**src/rtl/twfu_pkg.sv**
```systemverilog
// constants and types of the tagged word format unit
package twfu_pkg;
    localparam int WORD_W   = 52;
    localparam int INFO_W   = 48;
    localparam int TAG_W    = 3;
    localparam int PAR_BIT  = 51;
    localparam int TAG_HI   = 50;
    localparam int TAG_LO   = 48;
    localparam int INFO_MSB = 47;
    localparam int SEL_W    = 6;
    localparam int NUM_TAGS = 8;
    localparam int HEX_W    = 4;
    localparam int OCT_W    = 3;
    localparam int CHAR_W   = 8;
    localparam int ZONE_W   = 4;
    localparam int NUM_HEX  = 12;
    localparam int NUM_OCT  = 16;
    localparam int NUM_CHAR = 6;
    localparam int PACK_W   = NUM_CHAR * ZONE_W;
    localparam logic [2:0] TAG_SP = 3'h0;
    localparam logic [2:0] TAG_DP = 3'h2;

    typedef enum logic [1:0] {
        twfu_view_hex,
        twfu_view_oct,
        twfu_view_char
    } twfu_view_e;

    typedef enum logic {
        twfu_dp_idle,
        twfu_dp_half
    } twfu_dp_e;
endpackage

```
**src/rtl/twfu_format_unit.sv**
```systemverilog
// tagged word format unit: parity, tag decode, fields and unit views
// Notes on behaviour
// - parity bit 51 is one when tag and info hold an even count of ones
// - received words are recounted; any disagreement flags a parity error
// - parity only on module crossings; never shown on user data outputs
// - a word is 52 bits: parity, three tag bits, 48 info bits
// - bits 50..48 are the tag; all eight values decode distinctly
// - info bits numbered upward from zero; bit 47 is most significant
// - a field is first bit (at most 47) and length (at most 48)
// - a field longer than first plus one wraps on to bit 47
// - an even tag marks a data word
// - normal stores may overwrite only even-tagged words
// - single precision is one tag 0 word; double is two tag 2 words
// - an 8-bit character has zone in the upper nibble, digit below
// - packed digits drop the zones and sit side by side
// - info viewed as 12 hex, 16 octal or 6 character units from bit 0
`timescale 1ns/10ps
module twfu_format_unit (
    input  wire logic        i_clk,
    input  wire logic        i_rst,
    // outgoing transfer
    input  wire logic        i_tx_valid,
    input  wire logic [2:0]  i_tx_tag,
    input  wire logic [47:0] i_tx_info,
    output logic             o_tx_valid,
    output logic      [51:0] o_tx_word,
    // incoming transfer
    input  wire logic        i_rx_valid,
    input  wire logic [51:0] i_rx_word,
    output logic             o_rx_valid,
    output logic      [2:0]  o_rx_tag,
    output logic      [47:0] o_rx_info,
    output logic      [7:0]  o_tag_onehot,
    output logic             o_is_data,
    output logic             o_is_sp,
    output logic             o_is_dp,
    output logic             o_rx_par_err,
    input  wire logic        i_err_clr,
    output logic             o_par_err_sticky,
    // store protection
    input  wire logic        i_st_valid,
    input  wire logic        i_st_overwrite,
    input  wire logic [2:0]  i_st_old_tag,
    output logic             o_st_valid,
    output logic             o_st_allow,
    // field extraction
    input  wire logic        i_fx_valid,
    input  wire logic [5:0]  i_fx_first,
    input  wire logic [5:0]  i_fx_len,
    input  wire logic [47:0] i_fx_info,
    output logic             o_fx_valid,
    output logic             o_fx_bad,
    output logic      [47:0] o_fx_field,
    // unit views
    input  wire logic        i_uv_valid,
    input  wire logic [1:0]  i_uv_mode,
    input  wire logic [3:0]  i_uv_index,
    input  wire logic [47:0] i_uv_info,
    output logic             o_uv_valid,
    output logic             o_uv_bad,
    output logic      [7:0]  o_uv_unit,
    output logic      [3:0]  o_uv_zone,
    output logic      [3:0]  o_uv_digit,
    output logic      [23:0] o_uv_packed
);
    localparam int TH = twfu_pkg::TAG_HI;
    localparam int TL = twfu_pkg::TAG_LO;
    localparam int IM = twfu_pkg::INFO_MSB;
    localparam int PB = twfu_pkg::PAR_BIT;
    localparam int ZW = twfu_pkg::ZONE_W;
    localparam int CW = twfu_pkg::CHAR_W;
    localparam logic [5:0] FIRST_MAX = 6'(twfu_pkg::INFO_MSB);
    localparam logic [5:0] LEN_MAX   = 6'(twfu_pkg::INFO_W);

    // transmit side: odd parity over the whole word
    wire        tx_par  = ~^{i_tx_tag, i_tx_info};
    wire [51:0] tx_word = {tx_par, i_tx_tag, i_tx_info};

    // receive side
    wire [2:0]  rx_tag  = i_rx_word[TH:TL];
    wire [47:0] rx_info = i_rx_word[IM:0];
    wire        rx_bad  = (^i_rx_word[TH:0]) == i_rx_word[PB];
    wire        par_hit = i_rx_valid && rx_bad;
    wire        rx_dp   = i_rx_valid && rx_tag == twfu_pkg::TAG_DP;
    logic [7:0] tag_dec;

    genvar t;
    generate
        for (t = 0; t < twfu_pkg::NUM_TAGS; t++)
        begin : g_tag
            assign tag_dec[t] = rx_tag == 3'(t);
        end
    endgenerate

    // pairing of double precision halves
    twfu_pkg::twfu_dp_e dp_q, dp_d;
    always_comb
    begin
        dp_d = dp_q;
        case (dp_q)
            twfu_pkg::twfu_dp_idle:
                if (rx_dp)
                    dp_d = twfu_pkg::twfu_dp_half;
            twfu_pkg::twfu_dp_half:
                if (i_rx_valid)
                    dp_d = twfu_pkg::twfu_dp_idle;
            default:
                dp_d = twfu_pkg::twfu_dp_idle;
        endcase
    end
    wire dp_pair = dp_q == twfu_pkg::twfu_dp_half && rx_dp;

    // sticky error: a new error wins over the clear
    wire sticky_d = par_hit || (o_par_err_sticky && !i_err_clr);

    // store protection
    wire st_ok = i_st_overwrite || !i_st_old_tag[0];

    // field extraction
    wire [47:0] fx_raw;
    wire [5:0]  fx_lsb;
    wire        fx_bad = i_fx_first > FIRST_MAX || i_fx_len > LEN_MAX;
    twfu_field_extract #(
        .INFO_W (twfu_pkg::INFO_W),
        .SEL_W  (twfu_pkg::SEL_W)
    ) u_fx (
        .i_first (i_fx_first),
        .i_len   (i_fx_len),
        .i_info  (i_fx_info),
        .o_field (fx_raw),
        .o_lsb   (fx_lsb)
    );
    wire [47:0] fx_field = fx_bad ? '0 : fx_raw;

    // unit views, all aligned from bit zero
    wire is_hex  = i_uv_mode == twfu_pkg::twfu_view_hex;
    wire is_oct  = i_uv_mode == twfu_pkg::twfu_view_oct;
    wire is_chr  = i_uv_mode == twfu_pkg::twfu_view_char;
    wire [5:0] uv_sh = is_hex ? 6'(i_uv_index * twfu_pkg::HEX_W)
                     : is_oct ? 6'(i_uv_index * twfu_pkg::OCT_W)
                     : 6'(i_uv_index * twfu_pkg::CHAR_W);
    wire [7:0] uv_mask = is_hex ? 8'h0f : is_oct ? 8'h07 : 8'hff;
    wire [47:0] uv_shf = i_uv_info >> uv_sh;
    wire [7:0] uv_unit = uv_shf[7:0] & uv_mask;
    wire uv_bad = is_hex ? i_uv_index >= 4'(twfu_pkg::NUM_HEX)
                : is_chr ? i_uv_index >= 4'(twfu_pkg::NUM_CHAR)
                : !is_oct;
    logic [23:0] packed_d;

    genvar c;
    generate
        for (c = 0; c < twfu_pkg::NUM_CHAR; c++)
        begin : g_pack
            // numeric nibble of each character only
            assign packed_d[c*ZW +: ZW] = i_uv_info[c*CW +: ZW];
        end
    endgenerate

    always_ff @(posedge i_clk)
    begin
        if (i_rst)
        begin
            o_tx_valid       <= 1'b0;
            o_tx_word        <= '0;
            o_rx_valid       <= 1'b0;
            o_rx_tag         <= '0;
            o_rx_info        <= '0;
            o_tag_onehot     <= '0;
            o_is_data        <= 1'b0;
            o_is_sp          <= 1'b0;
            o_is_dp          <= 1'b0;
            o_rx_par_err     <= 1'b0;
            o_par_err_sticky <= 1'b0;
            dp_q             <= twfu_pkg::twfu_dp_idle;
        end
        else
        begin
            o_tx_valid       <= i_tx_valid;
            o_tx_word        <= i_tx_valid ? tx_word : o_tx_word;
            o_rx_valid       <= i_rx_valid;
            o_rx_tag         <= i_rx_valid ? rx_tag : o_rx_tag;
            o_rx_info        <= i_rx_valid ? rx_info : o_rx_info;
            o_tag_onehot     <= i_rx_valid ? tag_dec : '0;
            o_is_data        <= i_rx_valid && !rx_tag[0];
            o_is_sp          <= i_rx_valid && rx_tag == twfu_pkg::TAG_SP;
            o_is_dp          <= dp_pair;
            o_rx_par_err     <= par_hit;
            o_par_err_sticky <= sticky_d;
            dp_q             <= dp_d;
        end
    end

    always_ff @(posedge i_clk)
    begin
        if (i_rst)
        begin
            o_st_valid  <= 1'b0;
            o_st_allow  <= 1'b0;
            o_fx_valid  <= 1'b0;
            o_fx_bad    <= 1'b0;
            o_fx_field  <= '0;
            o_uv_valid  <= 1'b0;
            o_uv_bad    <= 1'b0;
            o_uv_unit   <= '0;
            o_uv_zone   <= '0;
            o_uv_digit  <= '0;
            o_uv_packed <= '0;
        end
        else
        begin
            o_st_valid <= i_st_valid;
            o_st_allow <= i_st_valid && st_ok;
            o_fx_valid <= i_fx_valid;
            o_fx_bad   <= i_fx_valid && fx_bad;
            o_uv_valid <= i_uv_valid;
            o_uv_bad   <= i_uv_valid && uv_bad;
            if (i_fx_valid)
                o_fx_field <= fx_field;
            if (i_uv_valid)
            begin
                o_uv_unit   <= uv_bad ? '0 : uv_unit;
                o_uv_zone   <= uv_unit[CW-1:ZW];
                o_uv_digit  <= uv_unit[ZW-1:0];
                o_uv_packed <= packed_d;
            end
        end
    end
endmodule

```
**src/rtl/twfu_field_extract.sv**
```systemverilog
// [first:length] field extractor with wrap past bit zero
`timescale 1ns/10ps
module twfu_field_extract #(
    parameter int INFO_W = 48,
    parameter int SEL_W  = 6
) (
    input  wire logic [SEL_W-1:0]  i_first,
    input  wire logic [SEL_W-1:0]  i_len,
    input  wire logic [INFO_W-1:0] i_info,
    output logic      [INFO_W-1:0] o_field,
    output logic      [SEL_W-1:0]  o_lsb
);
    localparam logic [SEL_W:0] INFO_N = (SEL_W+1)'(INFO_W);

    wire [SEL_W:0]      top_n  = {1'b0, i_first} + (SEL_W+1)'(1);
    wire [SEL_W:0]      len_n  = {1'b0, i_len};
    wire                wraps  = len_n > top_n;
    // lowest bit of the field; wrapped fields start high
    wire [SEL_W:0]      lsb_n  = wraps ? top_n + INFO_N - len_n
                                       : top_n - len_n;
    wire [2*INFO_W-1:0] dbl    = {i_info, i_info};
    wire [2*INFO_W-1:0] shf    = dbl >> lsb_n;
    logic [INFO_W-1:0]  mask;

    genvar b;
    generate
        for (b = 0; b < INFO_W; b++)
        begin : g_mask
            assign mask[b] = len_n > (SEL_W+1)'(b);
        end
    endgenerate

    assign o_field = shf[INFO_W-1:0] & mask;
    assign o_lsb   = lsb_n[SEL_W-1:0];
endmodule

```
**config.mk**
```make
export PLATFORM = sky130hd
export DESIGN_NAME = twfu_format_unit
export DESIGN_NICKNAME = d
export VERILOG_FILES = /design/src/rtl/twfu_pkg.sv /design/src/rtl/twfu_format_unit.sv /design/src/rtl/twfu_field_extract.sv
export SDC_FILE = /design/constraint.sdc
export NUM_CORES = 1
export LEC_CHECK = 0
export BUFFER_PORTS_ARGS = -buffer_cell sky130_fd_sc_hd__buf_2
export CELL_PAD_IN_SITES_DETAIL_PLACEMENT = 1
export CELL_PAD_IN_SITES_GLOBAL_PLACEMENT = 2
export CORE_MARGIN = 2
export CORE_UTILIZATION = 31
export DETAILED_ROUTE_END_ITERATION = 6
export PLACE_DENSITY_LB_ADDON = 0.1
export SKIP_CTS_REPAIR_TIMING = 1
export SLEW_MARGIN = 20
export SYNTH_ARGS = -nofsm -noshare
export SYNTH_HDL_FRONTEND = slang
export SYNTH_SLANG_ARGS = --single-unit
```
**constraint.sdc**
```tcl
create_clock -name i_clk -period 4.35 [get_ports i_clk]
set_input_delay 0.6525 -clock i_clk [delete_from_list [all_inputs] [get_ports i_clk]]
set_output_delay 0.6525 -clock i_clk [all_outputs]
set_load 0.1 [all_outputs]
```
==> impl_metrics.tcl, run 1 <==
set metrics [dict create \
    vias 16000 \
    cts_root_buffer "clkbuf_16" \
    critPathLaunchType "primary input" \
    avgSynthCellArea_um2 8.52 \
    io_pins 441 \
    fin_crit_sh_pct 95.1 \
    crit_arrival_ns 4.63 \
    synth_fp_nets 2085 \
    outcome "complete, no violations" \
    cp-end-kind "flip-flop" \
    synth_edf_count 0 \
    first_pass_iters 5 \
    grt_max_degree 71 \
    clkTransAtPathRegs_ns 0.06 \
    coreArea_um2 49900 \
    nNetsFinal 2620 \
    synthCells 1825 \
    hold_viol_final 0 \
    slowest_delay_ns 0.65 \
    p_comb_share_pct 58.7 \
    crit_path_max_fanout 7 \
    worstPathRequired_ns 4.84 \
    pwr_density_cell_nw_per_um2 520 \
    portBuffers 438 \
    vdd_drop_max_mv 0.276 \
    routed_wl_um 69500 \
    drc_errors 0 \
    final_cells 3055 \
    setup.worst_path.start "i_fx_first[1]" \
    antenna_found_initial 7 \
    total_leakage_power_nw 9.72 \
    yosysWarnings 0 \
    cts.sinks 213 \
    first_iter_violations 955 \
    num_rows 82 \
    skew_ns 0.000823 \
    initial_utilization_pct 31.2 \
    utilization_pct 41.1 \
    crit_slowest_cell "nor2_1" \
    grt_overflow 0 \
    totalPowerFinal_mw 10.7 \
    grt_pass1_vias 16700 \
    place.gp.congestion 0.942 \
    slew_viol_final 0 \
    cts_tree "built" \
    syn_area_um2 15600 \
    timing.hold.ws_ns 0.308 \
    cp_cell_sequence "buf_2 -> buf_4 -> ha_1 -> nand2_1 -> xnor2_1 -> fa_1 -> nand2b_1 -> buf_4 -> o211ai_2 -> nand2_1 -> buf_4 -> mux2i_4 -> nand2_1 -> nor2_1 -> a32oi_1 -> buf_4 -> o21ai_0" \
    switching_share_pct 46.8 \
    hold_path_class "in -> reg" \
    synth_cell_type_count 86 \
    dp.cells 3002 \
    hp-start "i_rx_word[48]" \
    fillCellCount 6099 \
    finalSetupViolations 0 \
    drive_gt1_share_pct 33.5 \
    fp.dieH_um 228 \
    rsz0062_at_grt "no" \
    worst_pin_slew_ns 0.914 \
    dp_slack_ns -0.254 \
    cts_buffer_depth 3 \
    vias_per_cell 5.25 \
    h-tree-depth 1 \
    grt.total_usage_pct 26.0 \
    clkPwrFrac_pct 20.9 \
    max_slew_margin_pct 39.0 \
    setup_slack_ns 0.212 \
    ys_seq_area_share_pct 27.4 \
    die_area_um2 52000 \
    area_growth_pct 31.9 \
    seqPwrFrac_pct 20.4 \
    grt_first_pass_wirelength_um 105000 \
    internal_power_mw 5.67 \
    fin_crit_ns 4.14 \
    crit_top_cell "buf_4" \
    regToRegStartpoint "o_fx_field[29]" \
    synth-async-reset-ratio_pct 0 \
    max_clock_freq_ghz 0.242 \
    clock_latency_ns 0.58 \
    p_switching_mw 4.99 \
    avgRoutedWirePerCell_um 22.7 \
    critPathKind "in -> reg" \
    fp.dieW_um 228 \
    maxCapViolCount 0 \
    ys_ff_latch 213 \
    drtAntennaViolNets 0 \
    hpwl_um 56900 \
    synthFlopType "dfxtp_1" \
    numCtsBuffers 28 \
]
routing by layer:
layer	wire, um	vias to the layer above	GRT usage, %
met3	4940	75	5.71
met4	1600	4	6.60
met5	21	-	0
met1	30500	7840	34.1
met2	32400	498	43.3
li1	-	7620	-
final timing paths:
check / endpoint / slack (ns) / cells after the start
setup / recovery: o_fx_field[24] / 0.21 / 17
hold / removal: o_is_data / 0.31 / 2
setup reg to reg: o_fx_field[29] / 3.08 / 4
hold reg to reg: o_fx_field[34] / 0.44 / 2
cells in the final DEF (no fill, tap or decap), drive strengths merged, types with 8 or more instances in the layout:
cell	instances
mux2	61
a21o	8
o22ai	25
nor2	260
mux2i	285
ha	25
nand3	29
o211ai	18
o221ai	9
xnor2	98
nor2b	20
a21oi	92
xor2	16
buf	635
o21ai	86
and2	13
a22o	9
nand2	162
clkbuf	39
clkinv	8
a211oi	36
nand2b	16
inv	31
and3	9
nor3	20
a31oi	8
dfxtp	213
o21a	11
a221oi	9
mux4	30
kinds of logic after synthesis:
family / synth area share [%]
AND/OR/NAND/NOR: 15.3
AO/OA/AOI/OAI: 16.2
multiplexers: 27.2
flip-flops: 27.4
buffers and inverters: 4.72
XOR/XNOR: 6.42
adder cells (fa/ha/maj): 2.78
stage by stage:
stage	area, um^2	TNS (ns)
finish	20500	0
global route	20500	0
CTS	20500	0
detailed placement	19600	-1.17
global placement	19600	-0.735
floorplan	15600	0
power groups by stage:
stage | combinational, mW | sequential (mW) | clock, mW
floorplan | 2.92 | 3.21 | 0
global placement | 6.15 | 2.21 | 0
detailed placement | 6.20 | 2.22 | 0
CTS | 6.22 | 2.18 | 2.30
global route | 6.63 | 2.19 | 2.37
finish | 6.26 | 2.18 | 2.23
registers in the layout (all words and copies together), names as in the netlist, 3 cells and up:
register      cells
o_uv_packed      24
o_uv_zone         4
o_uv_unit         8
o_rx_info        48
o_tx_word        52
o_fx_field       48
o_tag_onehot      8
o_uv_digit        4
o_rx_tag          3
cells in the mapped netlist (all sizes together) (3+ instances only):
library cell  count  area, um^2
a211oi           36         275
a21boi            7        52.6
a21o              8        60.1
a21oi            92         464
a221oi            9        91.3
a22o              9        78.8
a22oi             7        57.6
a31o              5        43.8
a31oi             8        50.1
a32o              6        60.1
a32oi             7        61.3
and2             13        81.3
and3              9        56.3
buf              53         322
clkbuf           77         293
dfxtp           213        4260
fa                6         120
ha               25         313
inv              31         116
mux2             61         694
mux2i           285        2870
mux4             30         676
nand2           162         616
nand2b           16         100
nand3            29         145
nand3b            5        37.5
nand4             5        31.3
nor2            260         978
nor2b            20         125
nor3             20         110
o211ai           18         140
o21a             11        82.6
o21ai            86         445
o221ai            9        78.8
o22ai            25         156
o2bb2ai           5        43.8
o31a              6        52.6
o31ai             5        37.5
or3               3        18.8
xnor2            98         858
xor2             16         140
area by class of cell:
class                   count  area, um^2  share of cell area [%]
clock buffers              39         792                    3.86
flip-flops and latches    213        4260                    20.8
clock inverters            10        86.3                   0.421
multi-input cells        1450       10600                    51.7
repair buffers            635        3800                    18.5
well taps                 672         841                    4.10
inverters                  32         120                   0.585
diodes                      4        10.0                  0.0488
critical path, delay by kind of cell:
family | cells | cell delay, ns
buf+inv | 5 | 0.80
compound gates | 3 | 0.67
xor+xnor | 1 | 0.13
fa+ha+maj | 2 | 0.64
mux | 1 | 0.39
simple gates | 5 | 1.33
(Power assumes the default switching activity.)
==> inputs of run 2 (changes only) <==
--- a/config.mk
+++ b/config.mk
@@ -9,8 +9,9 @@
 export CELL_PAD_IN_SITES_DETAIL_PLACEMENT = 1
 export CELL_PAD_IN_SITES_GLOBAL_PLACEMENT = 2
 export CORE_MARGIN = 2
-export CORE_UTILIZATION = 31
+export CORE_UTILIZATION = 28
 export DETAILED_ROUTE_END_ITERATION = 6
+export GPL_TIMING_DRIVEN = 0
 export PLACE_DENSITY_LB_ADDON = 0.1
 export SKIP_CTS_REPAIR_TIMING = 1
 export SLEW_MARGIN = 20
==> constraint.sdc (replaced) <==
create_clock -name i_clk -period 3.7 [get_ports i_clk]
set_input_delay 0.555 -clock i_clk [delete_from_list [all_inputs] [get_ports i_clk]]
set_output_delay 0.555 -clock i_clk [all_outputs]
set_load 0.1 [all_outputs]
==> run 2 against run 1 <==
Compared with the run above: the run now ends with setup timing left; global-route usage decreased by 0.12 points; register-to-register slack got worse by 0.69 ns; clock power is 21% higher; largest power group unchanged; highest routed layer unchanged.
==> impl_metrics.tcl, run 2 (same netlist as run 1, synthesis figures left out) <==
set metrics [dict create \
    setup_slack_ns -0.0740 \
    cp-end-kind "flip-flop" \
    biggestRegsByFlops "o_tx_word (52), o_fx_field (48), o_rx_info (48)" \
    clkPwrFrac_pct 21.2 \
    crit_arrival_ns 4.23 \
    clock_latency_ns 0.57 \
    avgRoutedWirePerCell_um 25.3 \
    vias 16200 \
    h-tree-depth 1 \
    crit_top_cell "inv_1" \
    switching_share_pct 49.0 \
    fillCellCount 6637 \
    hold_viol_final 0 \
    seqPwrFrac_pct 20.1 \
    r2r_end "o_fx_field[29]" \
    finalSetupTns_ns -0.136 \
    finalSetupViolations 3 \
    cts_root_buffer "clkbuf_16" \
    clkTransAtPathRegs_ns 0.06 \
    nNetsFinal 2566 \
    top_usage_layer "met2" \
    grt_pass1_vias 16700 \
    hold_path_class "in -> reg" \
    worst_r2r_path_depth 4 \
    coreArea_um2 55000 \
    worst_pin_slew_ns 1.02 \
    violations "setup timing" \
    p_switching_mw 6.24 \
    first_pass_iters 5 \
    fin_crit_sh_pct 102 \
    critPathKind "in -> reg" \
    die_area_um2 57500 \
    routed_wl_um 77700 \
    crit_path_max_fanout 10 \
    hp-start "i_st_old_tag[0]" \
    met3_usage_pct 6.32 \
    regToRegStartpoint "o_fx_field[29]" \
    largest_register_ffs 52 \
    first_iter_violations 1016 \
    slowest_delay_ns 0.64 \
    timing.hold.ws_ns 0.162 \
    cts_buffer_depth 3 \
    cts_tree "built" \
    pwr_density_cell_nw_per_um2 620 \
    use_met1_pct 34.2 \
    fp.dieH_um 240 \
    p_comb_share_pct 58.6 \
    maxCapViolCount 0 \
    slew_viol_final 0 \
    outcome "complete, but fails checks" \
    max_clock_freq_ghz 0.265 \
    antenna_found_initial 7 \
    fp.dieW_um 240 \
    crit_slowest_cell "fa_2" \
    num_rows 86 \
    internal_power_mw 6.49 \
    fin_crit_ns 3.77 \
    initial_utilization_pct 28.3 \
    drive_gt1_share_pct 32.9 \
    skew_ns 0.000361 \
    cts.sinks 213 \
    final_cell_mix "buf_2 (445), nor2_1 (253), mux2i_1 (246), dfxtp_1 (213), nand2_1 (157)" \
    numCtsBuffers 27 \
    critPathLaunchType "primary input" \
    grt_max_degree 15 \
    io_pins 441 \
    worstPathRequired_ns 4.16 \
    cp_cell_sequence "buf_2 -> inv_1 -> ha_4 -> ha_1 -> inv_1 -> fa_2 -> nor3_4 -> nor2_4 -> buf_4 -> clkbuf_4 -> nand2_1 -> mux2_2 -> o22ai_2 -> o211ai_1 -> o21ai_0" \
    largest_register "o_tx_word" \
    gr-usage-met2_pct 42.1 \
    grt_overflow 0 \
    place.gp.congestion 0.949 \
    drtAntennaViolNets 0 \
    hold-path-endpoint "o_st_allow" \
    hpwl_um 64100 \
    area_growth_pct 31.9 \
    portBuffers 433 \
    whs_path_depth 2 \
    layout_commonest_cell "buf_2" \
    r2r_setup_slack_ns 2.39 \
    total_leakage_power_nw 9.21 \
    vias_per_cell 5.26 \
    rsz0062_at_grt "yes" \
    grt_first_pass_wirelength_um 111000 \
    vdd_drop_max_mv 0.327 \
    grt.total_usage_pct 25.9 \
    drc_errors 0 \
    max_slew_margin_pct 31.4 \
]
-- run 2: cell count changes in the layout (fill, tap and decap cells not counted), sizes merged --
| cell | before | now |
|---|---|---|
| clkbuf | 39 | 117 |
| bufinv | 0 | 2 |
| clkinvlp | 3 | 7 |
| buf | 635 | 500 |
| diode | 4 | 2 |
| inv | 31 | 30 |
| clkinv | 8 | 7 |
-- run 2: per-stage QoR --
stage | power, mW | setup slack, ns | utilization, % | cells | area (um^2)
3_3_place_gp | 9.26 | -1.93 | 34.1 | 3006 | 18700
5_1_grt | 13.2 | -0.0474 | 37.3 | 3075 | 20500
6_report | 12.7 | -0.0740 | 37.3 | 3076 | 20500
4_1_cts | 12.0 | -1.22 | 35.7 | 3055 | 19600
3_5_place_dp | 9.27 | -1.80 | 34.1 | 3006 | 18700
2_1_floorplan | 7.22 | -0.129 | - | 1825 | 15600
-- run 2: area by class of cell --
type                            instances  area [um^2]  share of cell area (%)
Clock inverter                         14          149                   0.726
Timing Repair Buffer                  457         2420                    11.8
Multi-Input combinational cell       1450        11200                    54.6
Antenna cell                            2         5.00                  0.0244
Tap cell                              748          936                    4.56
Buffer                                125          659                    3.21
Sequential cell                       213         4260                    20.8
Clock buffer                           35          756                    3.68
Inverter                               32          131                   0.640
-- run 2: critical path: cells and delay by family --
family,cells,cell delay (ns)
AO/OA/AOI/OAI,3,0.69
adder cells (fa/ha/maj),3,1.14
buffers and inverters,5,1.01
multiplexers,1,0.33
AND/OR/NAND/NOR,3,0.48
-- run 2: per-layer routing --
metal  up-vias  routed length [um]
li1       7488                   -
met1      8005               34100
met2       573               35300
met3       112                5890
met4         8                2410
met5         -                  50
-- run 2: power by group through the flow --
stage	Sequential [mW]	Clock (mW)	Combinational (mW)
detailed placement	2.61	0	6.66
global route	2.58	2.87	7.80
floorplan	3.77	0	3.45
CTS	2.56	2.78	6.68
global placement	2.60	0	6.65
finish	2.56	2.70	7.47
-- run 2: how the worst max path moves through the flow --
stage / startpoint / to / slack [ns] / cells after the start
3_5_place_dp: i_fx_len[5] / o_fx_field[7] / -1.80 / 12
2_1_floorplan: i_fx_len[4] / o_fx_field[18] / -0.13 / 14
3_3_place_gp: i_fx_len[5] / o_fx_field[7] / -1.93 / 12
5_1_grt: i_fx_first[3] / o_fx_field[8] / -0.05 / 16
4_1_cts: i_fx_len[5] / o_fx_field[7] / -1.22 / 12
6_report: i_fx_len[1] / o_fx_field[47] / -0.07 / 15
==> inputs of run 3 (changes only) <==
--- a/config.mk
+++ b/config.mk
@@ -18,3 +18,4 @@
 export SYNTH_ARGS = -nofsm -noshare
 export SYNTH_HDL_FRONTEND = slang
 export SYNTH_SLANG_ARGS = --single-unit
+export TNS_END_PERCENT = 20
==> run 3 against run 2 <==
Compared with the run above: the run still ends with setup timing left; sequential power barely moved; register-to-register slack about the same; worst setup slack got worse by 0.017 ns; design area shrank 0.14%; count of clock-buffer cells in the layout stayed put; largest cell class unchanged; wire length shrank 0.14%; die area is the same; clock power is essentially flat; sequential share of layout area about the same; critical endpoint is now o_fx_field[44]; first-iteration DRC count rose by 6.9%; fmax down 0.46%; combinational power down 0.5%.
==> impl_metrics.tcl, run 3 (same netlist as run 1, synthesis figures left out) <==
set metrics [dict create \
    worst_pin_slew_ns 1.05 \
    max_clock_freq_ghz 0.264 \
    maxCapViolCount 0 \
    nNetsFinal 2567 \
    initial_utilization_pct 28.3 \
    use_met1_pct 34.2 \
    met3_usage_pct 6.32 \
    fp.dieH_um 240 \
    critPathLaunchType "primary input" \
    gr-usage-met2_pct 42.1 \
    vias 16200 \
    avgRoutedWirePerCell_um 25.2 \
    cts_buffer_depth 3 \
    cts_tree "built" \
    cp_cell_sequence "buf_2 -> inv_1 -> ha_4 -> ha_1 -> inv_1 -> fa_2 -> or3_4 -> buf_6 -> nand2_8 -> buf_12 -> buf_12 -> mux2_2 -> mux2i_1 -> nor2_1 -> nor3_1 -> o21ai_0" \
    grt_first_pass_wirelength_um 111000 \
    biggestRegsByFlops "o_tx_word (52), o_fx_field (48), o_rx_info (48)" \
    cts.sinks 213 \
    num_rows 86 \
    regToRegStartpoint "o_fx_field[29]" \
    drc_errors 0 \
    pwr_density_cell_nw_per_um2 619 \
    critPathBufInv 6 \
    largest_register_ffs 52 \
    final_cell_mix "buf_2 (446), nor2_1 (254), mux2i_1 (251), dfxtp_1 (213), nand2_1 (157)" \
    clock_latency_ns 0.57 \
    clkTransAtPathRegs_ns 0.06 \
    layout_commonest_cell "buf_2" \
    cts_root_buffer "clkbuf_16" \
    place.gp.congestion 0.949 \
    portBuffers 433 \
    grt_max_degree 15 \
    hold_viol_final 0 \
    vias_per_cell 5.28 \
    numCtsBuffers 27 \
    violations "setup timing" \
    fin_crit_sh_pct 102 \
    fin_crit_ns 3.79 \
    placed_cell_area_um2 18700 \
    outcome "complete, but fails checks" \
    routed_wl_um 77600 \
    critPathKind "in -> reg" \
    first_pass_iters 5 \
    first_iter_violations 1086 \
    io_pins 441 \
    area_growth_pct 31.7 \
    fp.dieW_um 240 \
    rsz0062_at_grt "yes" \
    h-tree-depth 1 \
    hp-start "i_st_old_tag[0]" \
    crit_family "adder cells" \
    drive_gt1_share_pct 32.7 \
    grt_overflow 0 \
    coreArea_um2 55000 \
    drtAntennaViolNets 0 \
    totalPowerFinal_mw 12.7 \
    final_area_um2 20500 \
    crit_arrival_ns 4.21 \
    die_area_um2 57500 \
    total_leakage_power_nw 9.21 \
    max_slew_margin_pct 29.2 \
    setup.worst_path.start "i_fx_len[1]" \
    grt_pass1_vias 16700 \
    largest_register "o_tx_word" \
    antenna_found_initial 7 \
    grt.total_usage_pct 25.9 \
    crit_path_max_fanout 10 \
    crit_slowest_cell "fa_2" \
    slew_viol_final 0 \
    setup_slack_ns -0.0914 \
    cp-end-kind "flip-flop" \
    hold_path_class "in -> reg" \
    top_usage_layer "met2" \
    finalSetupViolations 9 \
    hpwl_um 64100 \
    vdd_drop_max_mv 0.325 \
    skew_ns 0.0000916 \
    slowest_delay_ns 0.53 \
    worstPathRequired_ns 4.12 \
]
run 3: cell count changes in the layout (fill, tap and decap cells not counted), moves of 3 or more:
cell	delta
mux2i_1	+5
mux2i_2	-5
o21ai_0	+3
o21ai_1	-3
run 3: path summary, 6_finish.rpt:
kind,endpoint,slack (ns),cells after the start
setup reg to reg,o_fx_field[29],2.39,4
hold reg to reg,o_fx_field[46],0.44,2
hold / removal,o_st_allow,0.16,2
setup / recovery,o_fx_field[44],-0.09,16
run 3: layout make-up:
type                    instances  area (um^2)
flip-flops and latches        213         4260
inverters                      32          131
repair buffers                457         2420
clock inverters                14          149
well taps                     748          936
multi-input cells            1450        11200
fillers                      6643        34500
plain buffers                 126          668
clock buffers                  35          756
diodes                          2         5.00
run 3: per-layer routing:
layer / wire, um / part of all wire [%]
met1: 33800 / 44
met2: 35300 / 46
met3: 5930 / 7.6
met4: 2430 / 3.1
met5: 58 / 0.075
run 3: report_power, final:
| group | internal, mW | switching [mW] |
|---|---|---|
| sequential | 2.46 | 0.0984 |
| combinational | 2.42 | 5.00 |
| clock | 1.59 | 1.12 |
| total | 6.47 | 6.22 |
run 3: stage by stage:
stage	setup TNS, ns	utilization [%]	setup slack, ns	hold WS, ns	instances
floorplan	-0.129	-	-0.129	0.446	1825
global placement	-69.70	34.1	-1.93	0.428	3006
detailed placement	-66.89	34.1	-1.80	0.430	3006
CTS	-37.34	35.7	-1.22	0.131	3055
global route	-0.787	37.3	-0.0779	0.181	3076
finish	-0.367	37.3	-0.0914	0.164	3077
